===== src/logic/kbn_consts.vh =====
// constants for the keyboard scan and nmi control block
`ifndef KBN_CONSTS_VH
`define KBN_CONSTS_VH

// index register offsets
`define KBN_IDX_SENSE_C 8'h65
`define KBN_IDX_SCAN_SETUP 8'h66
`define KBN_IDX_NMI_CTRL 8'h67
`define KBN_IDX_SHADOW 8'h68

// legacy i/o port offsets (low byte of the i/o address)
`define KBN_IO_DATA_PORT 8'h60
`define KBN_IO_CTRL_PORT 8'h61
`define KBN_IO_SWITCH_PORT 8'h62

// keyboard_scan_setup fields
`define KBN_SW_HI 7
`define KBN_SW_LO 4
`define KBN_PRIMARY_BIT 3
`define KBN_SCAN_TYPE_BIT 2
`define KBN_RATE_HI 1
`define KBN_RATE_LO 0

// nmi_control_status fields
`define KBN_KEY_FLAG_BIT 7
`define KBN_PER_FLAG_BIT 6
`define KBN_CTRL_FLAG_BIT 5
`define KBN_KEY_EN_BIT 3
`define KBN_PER_EN_BIT 2
`define KBN_CTRL_EN_BIT 1

// key_control_port fields
`define KBN_KCLK_EN_BIT 6

// reset values
`define KBN_SETUP_RST 8'h00
`define KBN_NMI_RST 8'h00
`define KBN_SHADOW_RST 8'h00
`define KBN_DATA_RST 8'h00
`define KBN_CTRL_RST 8'h00
`define KBN_SENSE_C_RST 8'hFF
`define KBN_UNMAPPED_RD 8'h00

// timing: clock rate and periodic nmi rates in hz
`define KBN_MCLK_HZ 200000000
`define KBN_RATE0_HZ 51
`define KBN_RATE1_HZ 64
`define KBN_RATE2_HZ 85
`define KBN_RATE3_HZ 128
`define KBN_RATE0_CYC (`KBN_MCLK_HZ / `KBN_RATE0_HZ)
`define KBN_RATE1_CYC (`KBN_MCLK_HZ / `KBN_RATE1_HZ)
`define KBN_RATE2_CYC (`KBN_MCLK_HZ / `KBN_RATE2_HZ)
`define KBN_RATE3_CYC (`KBN_MCLK_HZ / `KBN_RATE3_HZ)

// serial keyboard frame: start bit then data bits
`define KBN_RX_BITS 8

`endif


===== src/logic/kbn_keyboard_scan_nmi_control.v =====
// keyboard source select, matrix keydown detect and nmi generation
// Functional notes
// - sense status C: live assigned pins, else one
// - config switches stored, shown on switch port
// - serial primary: data port read-only, serial byte
// - serial primary: irq after one full character
// - matrix primary: data port rw, write raises irq
// - matrix primary: serial byte to shadow, no irq
// - scan type picks sense or drive keydown
// - rate field picks 51/64/85/128 Hz
// - periodic source runs always; nmi needs enable
// - keydown flag reads one while keydown nmi active
// - keydown enable resets zero, gates keydown source
// - keydown is level, nmi held while key down
// - bit7 write clears keydown unless key still down
// - bit6 write one clears periodic flag
// - bit5 write one clears control-write flag
// - periodic enable resets zero, issues periodic nmi
// - control port bit6 rising write raises nmi
// - clock enable low holds keyboard clock low
// - serial primary: shadow holds last data write
`timescale 1ns/10ps
`include "kbn_consts.vh"
module kbn_keyboard_scan_nmi_control
#(
  parameter LINES = 24,
  parameter RATE0_CYC = `KBN_RATE0_CYC,
  parameter RATE1_CYC = `KBN_RATE1_CYC,
  parameter RATE2_CYC = `KBN_RATE2_CYC,
  parameter RATE3_CYC = `KBN_RATE3_CYC
)
(
  // clock and reset
  input wire mclk_i,
  input wire rstn_i,
  // register access: index registers or legacy i/o ports
  input wire io_space_i,
  input wire [7:0] addr_i,
  input wire wr_i,
  input wire rd_i,
  input wire [7:0] wdata_i,
  output reg [7:0] rdata_o,
  // keyboard matrix lines and their pin assignment
  input wire [LINES-1:0] sense_lines_i,
  input wire [LINES-1:0] sense_assign_i,
  input wire [LINES-1:0] drive_lines_i,
  input wire [LINES-1:0] drive_assign_i,
  // serial keyboard pins
  input wire serial_kbd_clk_i,
  output wire serial_kbd_clk_o,
  output wire serial_kbd_clk_oe_o,
  input wire serial_kbd_data_i,
  // interrupt outputs
  output reg keyboard_irq_o,
  output wire nmi_o
);

  // register state
  reg [7:0] scan_setup;
  reg en_key;
  reg en_per;
  reg en_ctrl;
  reg flag_key;
  reg flag_per;
  reg flag_ctrl;
  reg [7:0] shadow_key_byte;
  reg [7:0] data_port_wr;
  reg [7:0] key_control_port;
  reg [21:0] per_cnt;
  reg per_tick;
  reg [21:0] per_limit;
  reg [7:0] next_rdata;

  // decoded fields
  wire [3:0] config_switch;
  wire matrix_primary_select;
  wire matrix_scan_type;
  wire [1:0] periodic_rate_sel;
  wire kbd_clock_enable;
  wire [7:0] serial_byte;
  wire serial_done;
  wire keydown;
  wire sense_down;
  wire drive_down;
  wire [7:0] sense_c;
  wire [7:0] nmi_status;
  wire [7:0] switch_status;

  // access strobes
  wire wr_setup;
  wire wr_nmi;
  wire wr_shadow;
  wire wr_data;
  wire wr_ctrl;
  wire rd_data;

  assign config_switch = scan_setup[`KBN_SW_HI:`KBN_SW_LO];
  assign matrix_primary_select = scan_setup[`KBN_PRIMARY_BIT];
  assign matrix_scan_type = scan_setup[`KBN_SCAN_TYPE_BIT];
  assign periodic_rate_sel = scan_setup[`KBN_RATE_HI:`KBN_RATE_LO];
  assign kbd_clock_enable = key_control_port[`KBN_KCLK_EN_BIT];

  // address decode
  assign wr_setup = wr_i & ~io_space_i & (addr_i == `KBN_IDX_SCAN_SETUP);
  assign wr_nmi = wr_i & ~io_space_i & (addr_i == `KBN_IDX_NMI_CTRL);
  assign wr_shadow = wr_i & ~io_space_i & (addr_i == `KBN_IDX_SHADOW);
  assign wr_data = wr_i & io_space_i & (addr_i == `KBN_IO_DATA_PORT);
  assign wr_ctrl = wr_i & io_space_i & (addr_i == `KBN_IO_CTRL_PORT);
  assign rd_data = rd_i & io_space_i & (addr_i == `KBN_IO_DATA_PORT);

  // sense status C: unassigned bits read one
  assign sense_c = sense_lines_i[23:16] | ~sense_assign_i[23:16];

  // legacy switch port shows the stored switches in the low nibble
  assign switch_status = {4'h0, config_switch};

  // keydown conditions, taken as levels
  assign sense_down = |(~sense_lines_i & sense_assign_i);
  assign drive_down = |(drive_lines_i & drive_assign_i);
  assign keydown = matrix_scan_type ? drive_down : sense_down;

  // status view of the nmi register, reserved bits read zero
  assign nmi_status = {flag_key, flag_per, flag_ctrl, 1'b0, en_key, en_per, en_ctrl, 1'b0};

  // keyboard clock is open drain: pulled low while clock enable is low
  assign serial_kbd_clk_o = 1'b0;
  assign serial_kbd_clk_oe_o = ~kbd_clock_enable;

  // any active source drives the nmi
  assign nmi_o = flag_key | flag_per | flag_ctrl;

  // serial receiver stays active in both modes
  kbn_serial_rx #(.BITS(8)) kbn_serial_rx_inst
  (
    .mclk_i(mclk_i),
    .rstn_i(rstn_i),
    .enable_i(kbd_clock_enable),
    .kbd_clk_i(serial_kbd_clk_i),
    .kbd_data_i(serial_kbd_data_i),
    .byte_o(serial_byte),
    .done_o(serial_done)
  );

  // rate field selects the periodic divide count
  always @*
  begin
    case (periodic_rate_sel)
      2'b00: per_limit = RATE0_CYC[21:0];
      2'b01: per_limit = RATE1_CYC[21:0];
      2'b10: per_limit = RATE2_CYC[21:0];
      2'b11: per_limit = RATE3_CYC[21:0];
      default: per_limit = RATE0_CYC[21:0];
    endcase
  end

  // free running periodic divider, independent of scan type or enable
  always @(posedge mclk_i)
  begin
    if (!rstn_i)
    begin
      per_cnt <= 22'h000000;
      per_tick <= 1'b0;
    end
    else if (per_cnt >= per_limit - 22'h000001)
    begin
      per_cnt <= 22'h000000;
      per_tick <= 1'b1;
    end
    else
    begin
      per_cnt <= per_cnt + 22'h000001;
      per_tick <= 1'b0;
    end
  end

  // configuration register
  always @(posedge mclk_i)
  begin
    if (!rstn_i)
    begin
      scan_setup <= `KBN_SETUP_RST;
    end
    else if (wr_setup)
    begin
      scan_setup <= wdata_i;
    end
  end

  // nmi enables
  always @(posedge mclk_i)
  begin
    if (!rstn_i)
    begin
      en_key <= 1'b0;
      en_per <= 1'b0;
      en_ctrl <= 1'b0;
    end
    else if (wr_nmi)
    begin
      en_key <= wdata_i[`KBN_KEY_EN_BIT];
      en_per <= wdata_i[`KBN_PER_EN_BIT];
      en_ctrl <= wdata_i[`KBN_CTRL_EN_BIT];
    end
  end

  // keydown flag: held while the key is down, clear only when it is up
  always @(posedge mclk_i)
  begin
    if (!rstn_i)
    begin
      flag_key <= 1'b0;
    end
    else if (en_key & keydown)
    begin
      flag_key <= 1'b1;
    end
    else if (wr_nmi & wdata_i[`KBN_KEY_FLAG_BIT] & ~keydown)
    begin
      flag_key <= 1'b0;
    end
  end

  // periodic flag: a tick in the clearing cycle wins
  always @(posedge mclk_i)
  begin
    if (!rstn_i)
    begin
      flag_per <= 1'b0;
    end
    else if (en_per & per_tick)
    begin
      flag_per <= 1'b1;
    end
    else if (wr_nmi & wdata_i[`KBN_PER_FLAG_BIT])
    begin
      flag_per <= 1'b0;
    end
  end

  // control port write flag on a low to high move of clock enable
  always @(posedge mclk_i)
  begin
    if (!rstn_i)
    begin
      flag_ctrl <= 1'b0;
    end
    else if (en_ctrl & wr_ctrl & ~kbd_clock_enable & wdata_i[`KBN_KCLK_EN_BIT])
    begin
      flag_ctrl <= 1'b1;
    end
    else if (wr_nmi & wdata_i[`KBN_CTRL_FLAG_BIT])
    begin
      flag_ctrl <= 1'b0;
    end
  end

  // key control port
  always @(posedge mclk_i)
  begin
    if (!rstn_i)
    begin
      key_control_port <= `KBN_CTRL_RST;
    end
    else if (wr_ctrl)
    begin
      key_control_port <= wdata_i;
    end
  end

  // data port write latch, used only with matrix primary
  always @(posedge mclk_i)
  begin
    if (!rstn_i)
    begin
      data_port_wr <= `KBN_DATA_RST;
    end
    else if (wr_data & matrix_primary_select)
    begin
      data_port_wr <= wdata_i;
    end
  end

  // shadow byte: serial data when matrix primary, port writes otherwise
  always @(posedge mclk_i)
  begin
    if (!rstn_i)
    begin
      shadow_key_byte <= `KBN_SHADOW_RST;
    end
    else if (matrix_primary_select & serial_done)
    begin
      shadow_key_byte <= serial_byte;
    end
    else if (~matrix_primary_select & wr_data)
    begin
      shadow_key_byte <= wdata_i;
    end
    else if (wr_shadow)
    begin
      shadow_key_byte <= wdata_i;
    end
  end

  // keyboard irq: set by the primary source, cleared by a data port read
  always @(posedge mclk_i)
  begin
    if (!rstn_i)
    begin
      keyboard_irq_o <= 1'b0;
    end
    else if (~matrix_primary_select & serial_done)
    begin
      keyboard_irq_o <= 1'b1;
    end
    else if (matrix_primary_select & wr_data)
    begin
      keyboard_irq_o <= 1'b1;
    end
    else if (rd_data)
    begin
      keyboard_irq_o <= 1'b0;
    end
  end

  // read multiplexer
  always @*
  begin
    next_rdata = `KBN_UNMAPPED_RD;
    if (io_space_i)
    begin
      case (addr_i)
        `KBN_IO_DATA_PORT: next_rdata = matrix_primary_select ? data_port_wr : serial_byte;
        `KBN_IO_CTRL_PORT: next_rdata = key_control_port;
        `KBN_IO_SWITCH_PORT: next_rdata = switch_status;
        default: next_rdata = `KBN_UNMAPPED_RD;
      endcase
    end
    else
    begin
      case (addr_i)
        `KBN_IDX_SENSE_C: next_rdata = sense_c;
        `KBN_IDX_SCAN_SETUP: next_rdata = scan_setup;
        `KBN_IDX_NMI_CTRL: next_rdata = nmi_status;
        `KBN_IDX_SHADOW: next_rdata = shadow_key_byte;
        default: next_rdata = `KBN_UNMAPPED_RD;
      endcase
    end
  end

  // registered read data, loaded on a read strobe
  always @(posedge mclk_i)
  begin
    if (!rstn_i)
    begin
      rdata_o <= 8'h00;
    end
    else if (rd_i)
    begin
      rdata_o <= next_rdata;
    end
  end

endmodule // kbn_keyboard_scan_nmi_control


===== src/logic/kbn_serial_rx.v =====
// serial keyboard receiver: start bit plus eight data bits, lsb first
`timescale 1ns/10ps
`include "kbn_consts.vh"
module kbn_serial_rx
#(
  parameter BITS = `KBN_RX_BITS
)
(
  // clock and reset
  input wire mclk_i,
  input wire rstn_i,
  // line levels and enable
  input wire enable_i,
  input wire kbd_clk_i,
  input wire kbd_data_i,
  // received character
  output reg [BITS-1:0] byte_o,
  output reg done_o
);

  reg clk_prev;
  reg [3:0] bit_cnt;
  reg [BITS-1:0] shift;
  wire clk_fall;

  // data is taken on the falling edge of the keyboard clock
  assign clk_fall = clk_prev & ~kbd_clk_i;

  // frame tracking and shifting
  always @(posedge mclk_i)
  begin
    if (!rstn_i)
    begin
      clk_prev <= 1'b1;
      bit_cnt <= 4'h0;
      shift <= {BITS{1'b0}};
      byte_o <= {BITS{1'b0}};
      done_o <= 1'b0;
    end
    else
    begin
      clk_prev <= kbd_clk_i;
      done_o <= 1'b0;
      if (!enable_i)
      begin
        bit_cnt <= 4'h0; // keyboard held in reset, drop any partial frame
      end
      else if (clk_fall)
      begin
        if (bit_cnt == 4'h0)
        begin
          if (kbd_data_i)
          begin
            bit_cnt <= 4'h1; // start bit seen
          end
        end
        else
        begin
          shift <= {kbd_data_i, shift[BITS-1:1]};
          if (bit_cnt == BITS[3:0])
          begin
            byte_o <= {kbd_data_i, shift[BITS-1:1]};
            done_o <= 1'b1;
            bit_cnt <= 4'h0;
          end
          else
          begin
            bit_cnt <= bit_cnt + 4'h1;
          end
        end
      end
    end
  end

endmodule // kbn_serial_rx


===== config.mk =====
export PLATFORM = sky130hd
export DESIGN_NAME = kbn_keyboard_scan_nmi_control
export DESIGN_NICKNAME = d
export VERILOG_FILES = /design/src/logic/kbn_keyboard_scan_nmi_control.v /design/src/logic/kbn_serial_rx.v
export VERILOG_INCLUDE_DIRS = /design/src /design/src/logic
export SDC_FILE = /design/constraint.sdc
export NUM_CORES = 1
export LEC_CHECK = 0
export ABC_AREA = 1
export BUFFER_PORTS_ARGS = -buffer_cell sky130_fd_sc_hd__buf_2
export CAP_MARGIN = 30
export CELL_PAD_IN_SITES_DETAIL_PLACEMENT = 2
export CELL_PAD_IN_SITES_GLOBAL_PLACEMENT = 2
export CORE_UTILIZATION = 31
export DETAILED_ROUTE_END_ITERATION = 12
export PLACE_DENSITY_LB_ADDON = 0.05
export SLEW_MARGIN = 0
export SYNTH_ARGS = -nofsm -noshare
export SYNTH_HDL_FRONTEND = slang
export SYNTH_SLANG_ARGS = --single-unit
export TNS_END_PERCENT = 30

===== constraint.sdc =====
create_clock -name mclk_i -period 4.2 [get_ports mclk_i]
set_input_delay 0.21 -clock mclk_i [delete_from_list [all_inputs] [get_ports mclk_i]]
set_output_delay 0.21 -clock mclk_i [all_outputs]
set_load 0.01 [all_outputs]

**After elaboration in Yosys (flattened, before gate mapping)**

Cells that the tools add are included.

- Flip-flop bits (word level): 92
- Input port bits: 119
- Output and inout bits: 12
- Logic and storage cells: 111

- $add $sub $neg: 3
- $lt $le $gt $ge: 1
- Equal/unequal tests: 12
- Multiplexer cells: 23
- Bitwise logic cells: 38
- Reduce and logical (&&, ||, !) cells: 15

Operator list:

| operator | count |
|---|---|
| 22-bit one-hot mux with 4 select lines | 1 |
| 8-bit by 7-bit == test with 1-bit output, second input constant | 7 |
| 24-bit AND | 2 |
| 24-bit OR reduction | 2 |
| 8-bit two-way mux | 5 |
| 8-bit one-hot mux with 4 select lines | 1 |
| 24-bit NOT | 1 |
| 8-bit one-hot mux with 3 select lines | 1 |
| 1-bit AND | 23 |
| 22-bit by 1-bit adder with 22-bit output, second input constant | 1 |
| 22-bit greater-or-equal comparator | 1 |
| 22-bit by 1-bit subtractor with 22-bit output, second input constant | 1 |
| 1-bit two-way mux | 12 |
| 4-bit two-way mux | 3 |
| 1-bit NOT | 8 |
| 8-bit NOT | 1 |
| 8-bit OR | 1 |
| 2-bit nonzero test | 3 |
| 3-bit nonzero test | 2 |
| 4-bit by 1-bit adder with 4-bit output, second input constant | 1 |
| 2-bit == test, second input constant | 2 |
| 4-bit == test, second input constant | 1 |
| 4-bit zero test | 1 |
| 2-bit AND reduction | 2 |
| 8 further kinds | 9 |

**Longest topological paths before layout**

Gate-level depths: netlist (run 1).

- Depth after elaboration: 8
- Depth in mapped cells: 15

**By module**

From an unflattened synthesis (run 1), not the netlist that was laid out.

- Cell total of the unflattened synthesis: 902
- Area total of the unflattened synthesis: 5,798.1 sq um

By module, submodules not included:

| module | instances | cells an instance | area an instance (sq um) |
|---|---|---|---|
| kbn_keyboard_scan_nmi_control | 1 | 764 | 4,735.8 |
| kbn_serial_rx | 1 | 138 | 1,062.3 |

**Worst setup path after synthesis (run 1)**

No wires, ideal clock.

- Kind: flip-flop to flip-flop
- Start point: register scan_setup[0]
- End point: register per_cnt[12]
- Arrival: 1.885 ns
- Data required time: 4.084 ns
- Setup slack: 2.199 ns
- Cell stages (with the launch flop): 13
- Buffers on the path: 1
- Clock period less this slack: 2.001 ns
- Cell sequence: dfxtp_1 inv_1 ha_1 inv_1 ha_1 nand2_1 nor2_1 nand3_1 nor2_1 a21oi_2 nand4_2 buf_4 nor2_1

- Cells in the longest elaborated chain, start to end: 5
- Elaborated cells on any way between the ends: 8

RTL lines:

| what | line | text |
|---|---|---|
| from (decl) | kbn_keyboard_scan_nmi_control.v:59 | `reg [7:0] scan_setup;` |
| from (signal assigned) | kbn_keyboard_scan_nmi_control.v:181 | `` scan_setup <= `KBN_SETUP_RST; `` |
| from (signal assigned) | kbn_keyboard_scan_nmi_control.v:185 | `scan_setup <= wdata_i;` |
| 2-bit == test (tied with other cells) | kbn_keyboard_scan_nmi_control.v:147 | `case (periodic_rate_sel)` |
| 22-bit one-hot mux with 4 select lines (*) | kbn_keyboard_scan_nmi_control.v:147 |  |
| 22-bit by 1-bit subtractor with 22-bit output (*) | kbn_keyboard_scan_nmi_control.v:164 | `else if (per_cnt >= per_limit - 22'h000001)` |
| 22-bit greater-or-equal comparator (*) | kbn_keyboard_scan_nmi_control.v:164 |  |
| 2-bit OR reduction (no line) (*) | n/a |  |
| to (signal assigned) | kbn_keyboard_scan_nmi_control.v:171 | `per_cnt <= per_cnt + 22'h000001;` |
| to (decl) | kbn_keyboard_scan_nmi_control.v:69 | `reg [21:0] per_cnt;` |

Mark *: on every way between the ends. The rest lies on a longest branch, timed or not. The select of a mux whose other input is x is not followed.
A chain may end at the register's enable or synchronous reset.

**Final worst setup path (run 1)**

- Start point: register scan_setup[0]
- End point: register per_cnt[14]

Same word-level chain as after synthesis.

==> results_dict.tcl, run 1 <==
set metrics [dict create \
    outcome "finished clean" \
    clk_path_buf_depth 2 \
    ys_seq_elements 91 \
    crit_fanout 22 \
    cts_buffers 9 \
    ys_warn_count 0 \
    clk_pin_slew_ns 0.07 \
    overflow 0 \
    dr.pass1.iters 4 \
    grt.total_usage_pct 22.5 \
    antenna_found_initial 0 \
    drc_errors 0 \
    max_clock_freq_mhz 362 \
    wl_per_cell_um 16.9 \
    async_flop_share_pct 0 \
    p_per_area_nw_per_um2 292 \
    end_kind "flop" \
    fin_crit_ns 2.77 \
    leakage_uw 0.00314 \
    fp.dieH_um 136 \
    grt_pass1_vias 6290 \
    rows 48 \
    rsz0062_at_grt "no" \
    synthCells 836 \
    dieArea_um2 18600 \
    start_util_pct 32.0 \
    wl_um 20000 \
    critPathRequiredTime_ns 4.46 \
    num_vias 5837 \
    final_nets 1099 \
    start_kind "flop" \
    final_antenna_net_count 0 \
    drive_gt1_share_pct 20.7 \
    crit_type "flop to flop" \
    syn_area_um2 5600 \
    rrSetupSlack_ns 1.43 \
    hold_buffers 0 \
    syn2layout_area_growth_pct 18.9 \
    syn_avg_cell_area_um2 6.69 \
    seq_area_frac_synth_pct 32.6 \
    drv_slew 0 \
    slew_headroom_pct 34.3 \
    setup_viol 0 \
    tightest_slew_ns 0.985 \
    antennaDiodeCount 0 \
    clkSinkCount 91 \
    yosysUniqueCellTypes 43 \
    dpl_cell_area_um2 6340 \
    grt_max_degree 57 \
    vias_per_cell 4.93 \
    initialDrtViolationCount 150 \
    io_pins 131 \
    final_cell_area_um2 6660 \
    min_path_cells 3 \
    gp_congestion 0.849 \
    port_buffers 129 \
    r2r_cells 11 \
    fin_crit_sh_pct 65.9 \
    vdd_drop_max_uv 193 \
    htreeDepth 3 \
    placed_cells 1167 \
    grt_pass1_wl_um 32100 \
    core_area_um2 17500 \
    synth_ff_type "dfxtp_1" \
    clock_skew_ns 0.0106 \
    hp-class "input port to flop" \
    utilization_pct 38.1 \
    fin_cells 1183 \
    setup_tns_ns 0 \
    hold_violations 0 \
    cts_setup_buffers 0 \
    tritoncts "done" \
    hpwl_um 16200 \
    chipWidth_um 136 \
    synth_edf_count 0 \
    critPathArrivalTime_ns 3.03 \
    drv_cap 0 \
    worstSkewPairLatency_ns 0.35 \
    root_buffer "clkbuf_16" \
    cts_resized 0 \
]
==> registers in the layout, indices dropped and copies added (netlist names) <==
register	cells
data_port_wr	8
kbn_serial_rx_inst.shift	7
en_ctrl	1
kbn_serial_rx_inst.done_o	1
per_cnt	22
keyboard_irq_o	1
kbn_serial_rx_inst.clk_prev	1
flag_per	1
en_per	1
scan_setup	8
key_control_port	8
shadow_key_byte	8
rdata_o	8
en_key	1
kbn_serial_rx_inst.byte_o	8
kbn_serial_rx_inst.bit_cnt	4
per_tick	1
flag_key	1
flag_ctrl	1
==> path summary, 6_finish.rpt <==
path,start,endpoint
max,scan_setup[0]$_SDFFE_PN0P_,per_cnt[14]$_SDFF_PP0_
min,serial_kbd_clk_i,kbn_serial_rx_inst.clk_prev$_SDFF_PN1_
max reg2reg,scan_setup[0]$_SDFFE_PN0P_,per_cnt[14]$_SDFF_PP0_
min reg2reg,data_port_wr[0]$_SDFFE_PN0P_,data_port_wr[0]$_SDFFE_PN0P_
==> stage by stage <==
stage | hold WS [ns] | power (µW) | worst slack [ns]
floorplan | 0.307 | 989 | 2.20
global placement | 0.397 | 1070 | 1.70
detailed placement | 0.408 | 1080 | 1.38
CTS | 0.0410 | 1980 | 1.38
global route | 0.0573 | 2030 | 1.17
finish | 0.0441 | 1940 | 1.43
==> metal layers <==
metal | up-vias | track usage (%) | wire, µm
li1 | 2899 | - | -
met1 | 2826 | 27.2 | 8810
met2 | 97 | 41.5 | 10400
met3 | 15 | 2.57 | 621
met4 | 0 | 6.17 | 237
met5 | - | 0 | 0
==> logic make-up (layout without fill, tap and decap cells) <==
kind of cell	Yosys count	in the layout	share of synthesized area, %
XOR/XNOR	17	17	2.66
AND/OR/NAND/NOR	402	402	33.2
AO/OA/AOI/OAI	145	145	13.4
adder cells (fa/ha/maj)	27	27	6.04
buffers and inverters	153	274	12.0
other	1	2	0.0670
flip-flops	91	91	32.6
==> power by group <==
group	total [µW]	leakage, µW	internal [µW]	switching, µW
Sequential	875	0.000735	869	5.47
Combinational	184	0.00225	73.5	110
Clock	886	0.000154	480	406
==> cell type report <==
type | count | area (µm²)
clock buffer | 9 | 225
inverter | 129 | 484
clock inverter | 7 | 91.3
sequential | 91 | 1820
tap | 225 | 282
multi-input combinational | 593 | 3110
fill | 2192 | 10800
timing repair buffer | 129 | 646
==> critical path, cell delays in order, from the launching register on <==
cell,delay [ns]
dfxtp_1,0.41
inv_1,0.16
ha_1,0.42
inv_1,0.07
ha_1,0.30
nand2_1,0.09
nor2_1,0.06
nand3_1,0.11
nor2_1,0.07
a21oi_2,0.17
nand4_2,0.52
nor2_1,0.29
==> cells in the final DEF, fill, tap and decap left out, drive strengths merged <==
master and count:
a21oi 45, a31oi 3, and3 1, buf 129, bufinv 1, clkbuf 9
clkinv 2, clkinvlp 1, conb 2, dfxtp 91, ha 27, inv 132
nand2 178, nand3 72, nand3b 4, nand4 13, nor2 119, nor3 13
o21ai 93, o21bai 1, o22ai 1, o31ai 2, or2 1, or3 1
xnor2 5, xor2 12
==> cells in the mapped netlist, drive strengths merged (2+ instances only) <==
library cell,number,area share (%)
xor2,12,1.9
xnor2,5,0.78
a21oi,45,4.1
ha,27,6.0
nand3,72,6.9
nor2,119,9.3
o21ai,93,8.4
dfxtp,91,33
nand4,13,1.6
buf,18,3.0
inv,128,8.6
clkbuf,6,0.40
nand2,178,13
nor3,13,1.7
nand3b,4,0.54
o31ai,2,0.27
a31oi,3,0.45
No activity file was read; power rests on OpenSTA's default activity.
==> inputs of run 2 (changes only) <==
--- a/config.mk
+++ b/config.mk
@@ -11,7 +11,7 @@
 export CAP_MARGIN = 30
 export CELL_PAD_IN_SITES_DETAIL_PLACEMENT = 2
 export CELL_PAD_IN_SITES_GLOBAL_PLACEMENT = 2
-export CORE_UTILIZATION = 31
+export CORE_UTILIZATION = 29
 export DETAILED_ROUTE_END_ITERATION = 12
 export PLACE_DENSITY_LB_ADDON = 0.05
 export SLEW_MARGIN = 0
==> constraint.sdc (replaced) <==
create_clock -name mclk_i -period 2.6 [get_ports mclk_i]
set_input_delay 0.13 -clock mclk_i [delete_from_list [all_inputs] [get_ports mclk_i]]
set_output_delay 0.13 -clock mclk_i [all_outputs]
set_load 0.01 [all_outputs]
==> results_dict.tcl, run 2 (synthesis gave the netlist of run 1 again) <==
set metrics [dict create \
    final_nets 1105 \
    start_util_pct 29.7 \
    num_vias 5830 \
    critPathRequiredTime_ns 2.88 \
    min_from "wdata_i[4]" \
    final_cell_area_um2 6770 \
    tightest_slew_ns 0.647 \
    cp_slowest_stage_delay_ns 0.41 \
    dr.pass1.iters 4 \
    drv_cap 0 \
    layout_commonest_cell "nand2_1" \
    end_kind "flop" \
    power_uw 3170 \
    crit_buf_inv 3 \
    setup_viol 0 \
    grt.total_usage_pct 22.1 \
    worstSkewPairLatency_ns 0.36 \
    overflow 0 \
    io_pins 131 \
    cp_cell_sequence "inv_1 -> ha_1 -> nor2_1 -> ha_1 -> nand2_1 -> inv_1 -> o21ai_0 -> nand3_1 -> a21oi_2 -> nand4_2 -> buf_12 -> nor2_1" \
    port_buffers 129 \
    root_buffer "clkbuf_16" \
    htreeDepth 3 \
    hold_end "key_control_port[4]$_SDFFE_PN0P_" \
    slowest_stage "dfxtp_1" \
    drv_slew 0 \
    p_per_area_nw_per_um2 467 \
    critPathArrivalTime_ns 2.62 \
    rsz0062_at_grt "no" \
    drc_errors 0 \
    startpoint "scan_setup[0]$_SDFFE_PN0P_" \
    slew_headroom_pct 56.8 \
    min_path_cells 3 \
    clkSinkCount 91 \
    clk_path_buf_depth 2 \
    r2r_cells 12 \
    fin_crit_sh_pct 90.1 \
    cts_buffers 9 \
    chipWidth_um 141 \
    wl_per_cell_um 17.1 \
    antennaDiodeCount 0 \
    clk_pin_slew_ns 0.09 \
    dpl_cell_area_um2 6430 \
    dieArea_um2 19900 \
    antenna_found_initial 0 \
    wl_um 21000 \
    drive_gt1_share_pct 21.2 \
    core_area_um2 18800 \
    vias_per_cell 4.76 \
    rows 50 \
    regMostFlops "per_cnt" \
    pre_cts_slack_ns 0.244 \
    rrSetupSlack_ns 0.26 \
    clock_skew_ns 0.0185 \
    setup_tns_ns 0 \
    hp-class "input port to flop" \
    gp_congestion 0.877 \
    leakage_uw 0.00317 \
    max_clock_freq_mhz 427 \
    grt_pass1_wl_um 33700 \
    hpwl_um 16800 \
    hold_violations 0 \
    crit_fanout 22 \
    crit_type "flop to flop" \
    fp.dieH_um 141 \
    syn2layout_area_growth_pct 21.0 \
    outcome "finished clean" \
    initialDrtViolationCount 139 \
    final_cell_mix "164 x nand2_1, 129 x buf_2, 118 x inv_1" \
    tritoncts "done" \
    path_delay_family "adder cells" \
    grt_pass1_vias 6241 \
    reg2reg_to "per_cnt[3]$_SDFF_PP0_" \
    largest_reg_flops 22 \
    r2r_start "scan_setup[0]$_SDFFE_PN0P_" \
    setup_ws_ns 0.256 \
    fin_crit_ns 2.34 \
    grt_max_degree 56 \
    vdd_drop_max_uv 296 \
    start_kind "flop" \
    final_antenna_net_count 0 \
]
[run 2: cell types whose count changed in the layout (fill, tap and decap cells not counted)]
cell / previous run / this run
buf_12: 0 / 1
ha_1: 27 / 26
buf_4: 0 / 4
ha_4: 0 / 1
dlygate4sd3_1: 0 / 1
[run 2: repair_timing]
item,4_1_cts,5_1_grt
hold buffers,1,0
gates resized for setup,0,1
endpoints found under the hold margin,1,0
endpoints found under the setup margin,0,2
buffers inserted,0,0
[run 2: worst register-to-register path, delay by kind of cell, from the launching register on]
kind	cells	cell delay [ns]
flops	1	0.41
simple gates	5	0.56
compound gates	2	0.32
fa+ha+maj	2	0.56
buf+inv	3	0.43
[run 2: worst max path at each step]
stage                             endpoint  slack, ns  cells past startpoint
finish               per_cnt[3]$_SDFF_PP0_       0.26                     12
global route         per_cnt[3]$_SDFF_PP0_       0.02                     12
CTS                  per_cnt[3]$_SDFF_PP0_       0.17                     12
detailed placement   per_cnt[3]$_SDFF_PP0_       0.24                     12
global placement     per_cnt[0]$_SDFF_PP0_       0.41                     12
floorplan           per_cnt[12]$_SDFF_PP0_       0.60                     12
[run 2: layer usage]
layer	up-vias	track usage (%)	share of wire (%)
met4	0	5.89	1.4
met2	90	38.9	49
met1	2812	28.5	47
met3	19	2.41	2.4
met5	-	0	0
li1	2909	-	-
[run 2: final cells by class]
| cell class | count | area, µm² |
|---|---|---|
| Clock buffer | 9 | 225 |
| Clock inverter | 7 | 91.3 |
| Fill cell | 2345 | 12100 |
| Inverter | 129 | 484 |
| Multi-Input combinational cell | 593 | 3120 |
| Sequential cell | 91 | 1820 |
| Tap cell | 260 | 325 |
| Timing Repair Buffer | 135 | 706 |
[run 2: report_power, final]
part           switching [µW]  total (µW)  internal, µW
Combinational             181         306           124
Sequential               9.02        1410          1400
Clock                     671        1450           776
[run 2: stage by stage]
stage          util [%]  hold slack, ns  std cells
3_3_place_gp       34.2           0.319       1207
3_5_place_dp       34.2           0.326       1207
5_1_grt            36.0           0.107       1224
6_report           36.0          0.0952       1224
4_1_cts            35.9          0.0836       1224
2_1_floorplan         -           0.227        837
==> inputs of run 3 (changes only) <==
--- a/config.mk
+++ b/config.mk
@@ -6,12 +6,11 @@
 export SDC_FILE = /design/constraint.sdc
 export NUM_CORES = 1
 export LEC_CHECK = 0
-export ABC_AREA = 1
 export BUFFER_PORTS_ARGS = -buffer_cell sky130_fd_sc_hd__buf_2
 export CAP_MARGIN = 30
 export CELL_PAD_IN_SITES_DETAIL_PLACEMENT = 2
 export CELL_PAD_IN_SITES_GLOBAL_PLACEMENT = 2
-export CORE_UTILIZATION = 29
+export CORE_UTILIZATION = 32
 export DETAILED_ROUTE_END_ITERATION = 12
 export PLACE_DENSITY_LB_ADDON = 0.05
 export SLEW_MARGIN = 0
==> results_dict.tcl, run 3 <==
set metrics [dict create \
    setup_viol 0 \
    hold_violations 0 \
    clkSinkCount 91 \
    vdd_drop_max_uv 317 \
    end_kind "flop" \
    syn2layout_area_growth_pct 24.9 \
    clk_pin_slew_ns 0.07 \
    synth_edf_count 0 \
    leakage_uw 0.00266 \
    largest_reg_flops 22 \
    yosysUniqueCellTypes 54 \
    final_cell_mix "129 x buf_2, 91 x dfxtp_1, 57 x mux2i_1" \
    port_buffers 129 \
    cts_setup_buffers 0 \
    htreeDepth 3 \
    chipWidth_um 129 \
    async_flop_share_pct 0 \
    worstSkewPairLatency_ns 0.36 \
    dr.pass1.iters 4 \
    drive_gt1_share_pct 24.9 \
    tightest_slew_ns 0.852 \
    setup_tns_ns 0 \
    final_nets 857 \
    wl_per_cell_um 19.0 \
    hp-class "input port to flop" \
    rows 45 \
    cts_buffers 9 \
    num_vias 4761 \
    tritoncts "done" \
    p_per_area_nw_per_um2 502 \
    wl_um 17600 \
    dieArea_um2 16600 \
    fin_crit_sh_pct 96.2 \
    drv_slew 0 \
    io_pins 131 \
    max_clock_freq_mhz 400 \
    crit_fanout 5 \
    core_area_um2 15400 \
    pre_cts_slack_ns 0.0438 \
    root_buffer "clkbuf_16" \
    setup_ws_ns 0.0982 \
    synth_top_cell_area_share_pct 35.4 \
    layout_commonest_cell "buf_2" \
    synthCells 580 \
    clk_path_buf_depth 2 \
    critPathRequiredTime_ns 2.89 \
    fin_crit_ns 2.50 \
    final_antenna_net_count 0 \
    grt_pass1_wl_um 27300 \
    synth_common_cells "91 x dfxtp_1, 57 x mux2i_1, 47 x nand2_1, 41 x nor2b_1" \
    synth.most_common_cell "dfxtp_1" \
    synth_ff_type "dfxtp_1" \
    syn_area_um2 5140 \
    grt_max_degree 49 \
    clock_skew_ns 0.00669 \
    seq_area_frac_synth_pct 35.4 \
    outcome "finished clean" \
    start_util_pct 33.3 \
    crit_type "flop to flop" \
    yosys-top-cells-area "dfxtp_1 35%, mux2i_1 11%, ha_1 6.6%, nor2b_1 5.0%, o21ai_0 3.7%" \
    vias_per_cell 5.14 \
    yosysTopAreaCell "dfxtp_1" \
    overflow 0 \
    start_kind "flop" \
    initialDrtViolationCount 118 \
    slew_headroom_pct 43.2 \
    regMostFlops "per_cnt" \
    grt.total_usage_pct 21.5 \
    grt_pass1_vias 5199 \
    gp_congestion 0.791 \
    antenna_found_initial 0 \
    drv_cap 0 \
    antennaDiodeCount 0 \
    drc_errors 0 \
    ys_seq_elements 91 \
    syn_avg_cell_area_um2 8.87 \
    critPathArrivalTime_ns 2.79 \
    hpwl_um 13400 \
    fp.dieH_um 129 \
    ys_warn_count 0 \
]
## run 3: cell types whose count changed after synthesis, moves of 15 or more
cell,change
a21oi_1,-23
a22oi_1,+21
inv_1,-88
mux2i_1,+57
nand2_1,-117
nand2b_1,+15
nand3_1,-56
nor2_1,-66
nor2b_1,+41
o21ai_0,-39
o21ai_1,-15
## run 3: worst max-delay path, stage by stage (launching register included)
cell	delay (ns)
dfxtp_1	0.33
inv_1	0.13
ha_1	0.27
inv_1	0.10
nand3_1	0.09
ha_1	0.19
a21o_1	0.18
a221o_1	0.34
a22oi_2	0.25
o2111ai_4	0.20
buf_4	0.25
nor2_1	0.10
## run 3: layout make-up
class,count,area [µm²]
clock buffers,10,229
clock inverters,6,113
fillers,1781,9000
inverters,30,113
multi-input cells,436,3120
flip-flops and latches,91,1820
well taps,211,264
repair buffers,143,761
## run 3: repair_timing
action,4_1_cts,5_1_grt
hold buffers,1,0
setup endpoints to repair,1,22
resized for setup,1,9
cloned,0,2
hold endpoints to repair,1,0
pin swaps,0,2
## run 3: per-layer routing
metal | share of wire [%] | GRT usage, %
met5 | 0 | 0
met4 | 1.5 | 7.40
met3 | 3.8 | 3.70
met2 | 51 | 38.1
met1 | 44 | 26.3
## run 3: cells by family (layout without fill, tap and decap cells)
logic type      count (synthesis)  after routing  share of synthesized area (%)
compound gates                128            128                           17.0
fa+ha+maj                      27             27                           6.57
simple gates                  202            202                           21.8
buf+inv                        54            189                           4.62
mux                            57             57                           11.1
flops                          91             91                           35.4
other cells                     1              2                         0.0729
xor+xnor                       20             20                           3.41
## run 3: stage by stage
stage | hold WS (ns) | power [µW] | area (µm²) | std cells | util [%]
floorplan | 0.231 | 1570 | 5150 | 581 | -
global placement | 0.330 | 1710 | 6010 | 908 | 39.0
detailed placement | 0.336 | 1720 | 6010 | 908 | 39.0
CTS | 0.0743 | 3270 | 6370 | 925 | 41.3
global route | 0.106 | 3350 | 6420 | 927 | 41.6
finish | 0.0896 | 3230 | 6420 | 927 | 41.6
## run 3: where the power goes
| group | leakage [µW] | total [µW] | switching, µW | internal, µW |
|---|---|---|---|---|
| logic | 0.00176 | 277 | 145 | 132 |
| registers | 0.000735 | 1410 | 8.93 | 1400 |
| clock network | 0.000167 | 1540 | 592 | 944 |
## run 3: path summary, 6_finish.rpt
kind | from | to | slack [ns] | depth (start not counted)
max | scan_setup[0]$_SDFFE_PN0P_ | per_cnt[18]$_SDFF_PP0_ | 0.1 | 11
min | wdata_i[4] | data_port_wr[4]$_SDFFE_PN0P_ | 0.09 | 3
max reg2reg | scan_setup[0]$_SDFFE_PN0P_ | per_cnt[18]$_SDFF_PP0_ | 0.1 | 11
min reg2reg | data_port_wr[5]$_SDFFE_PN0P_ | data_port_wr[5]$_SDFFE_PN0P_ | 0.48 | 2
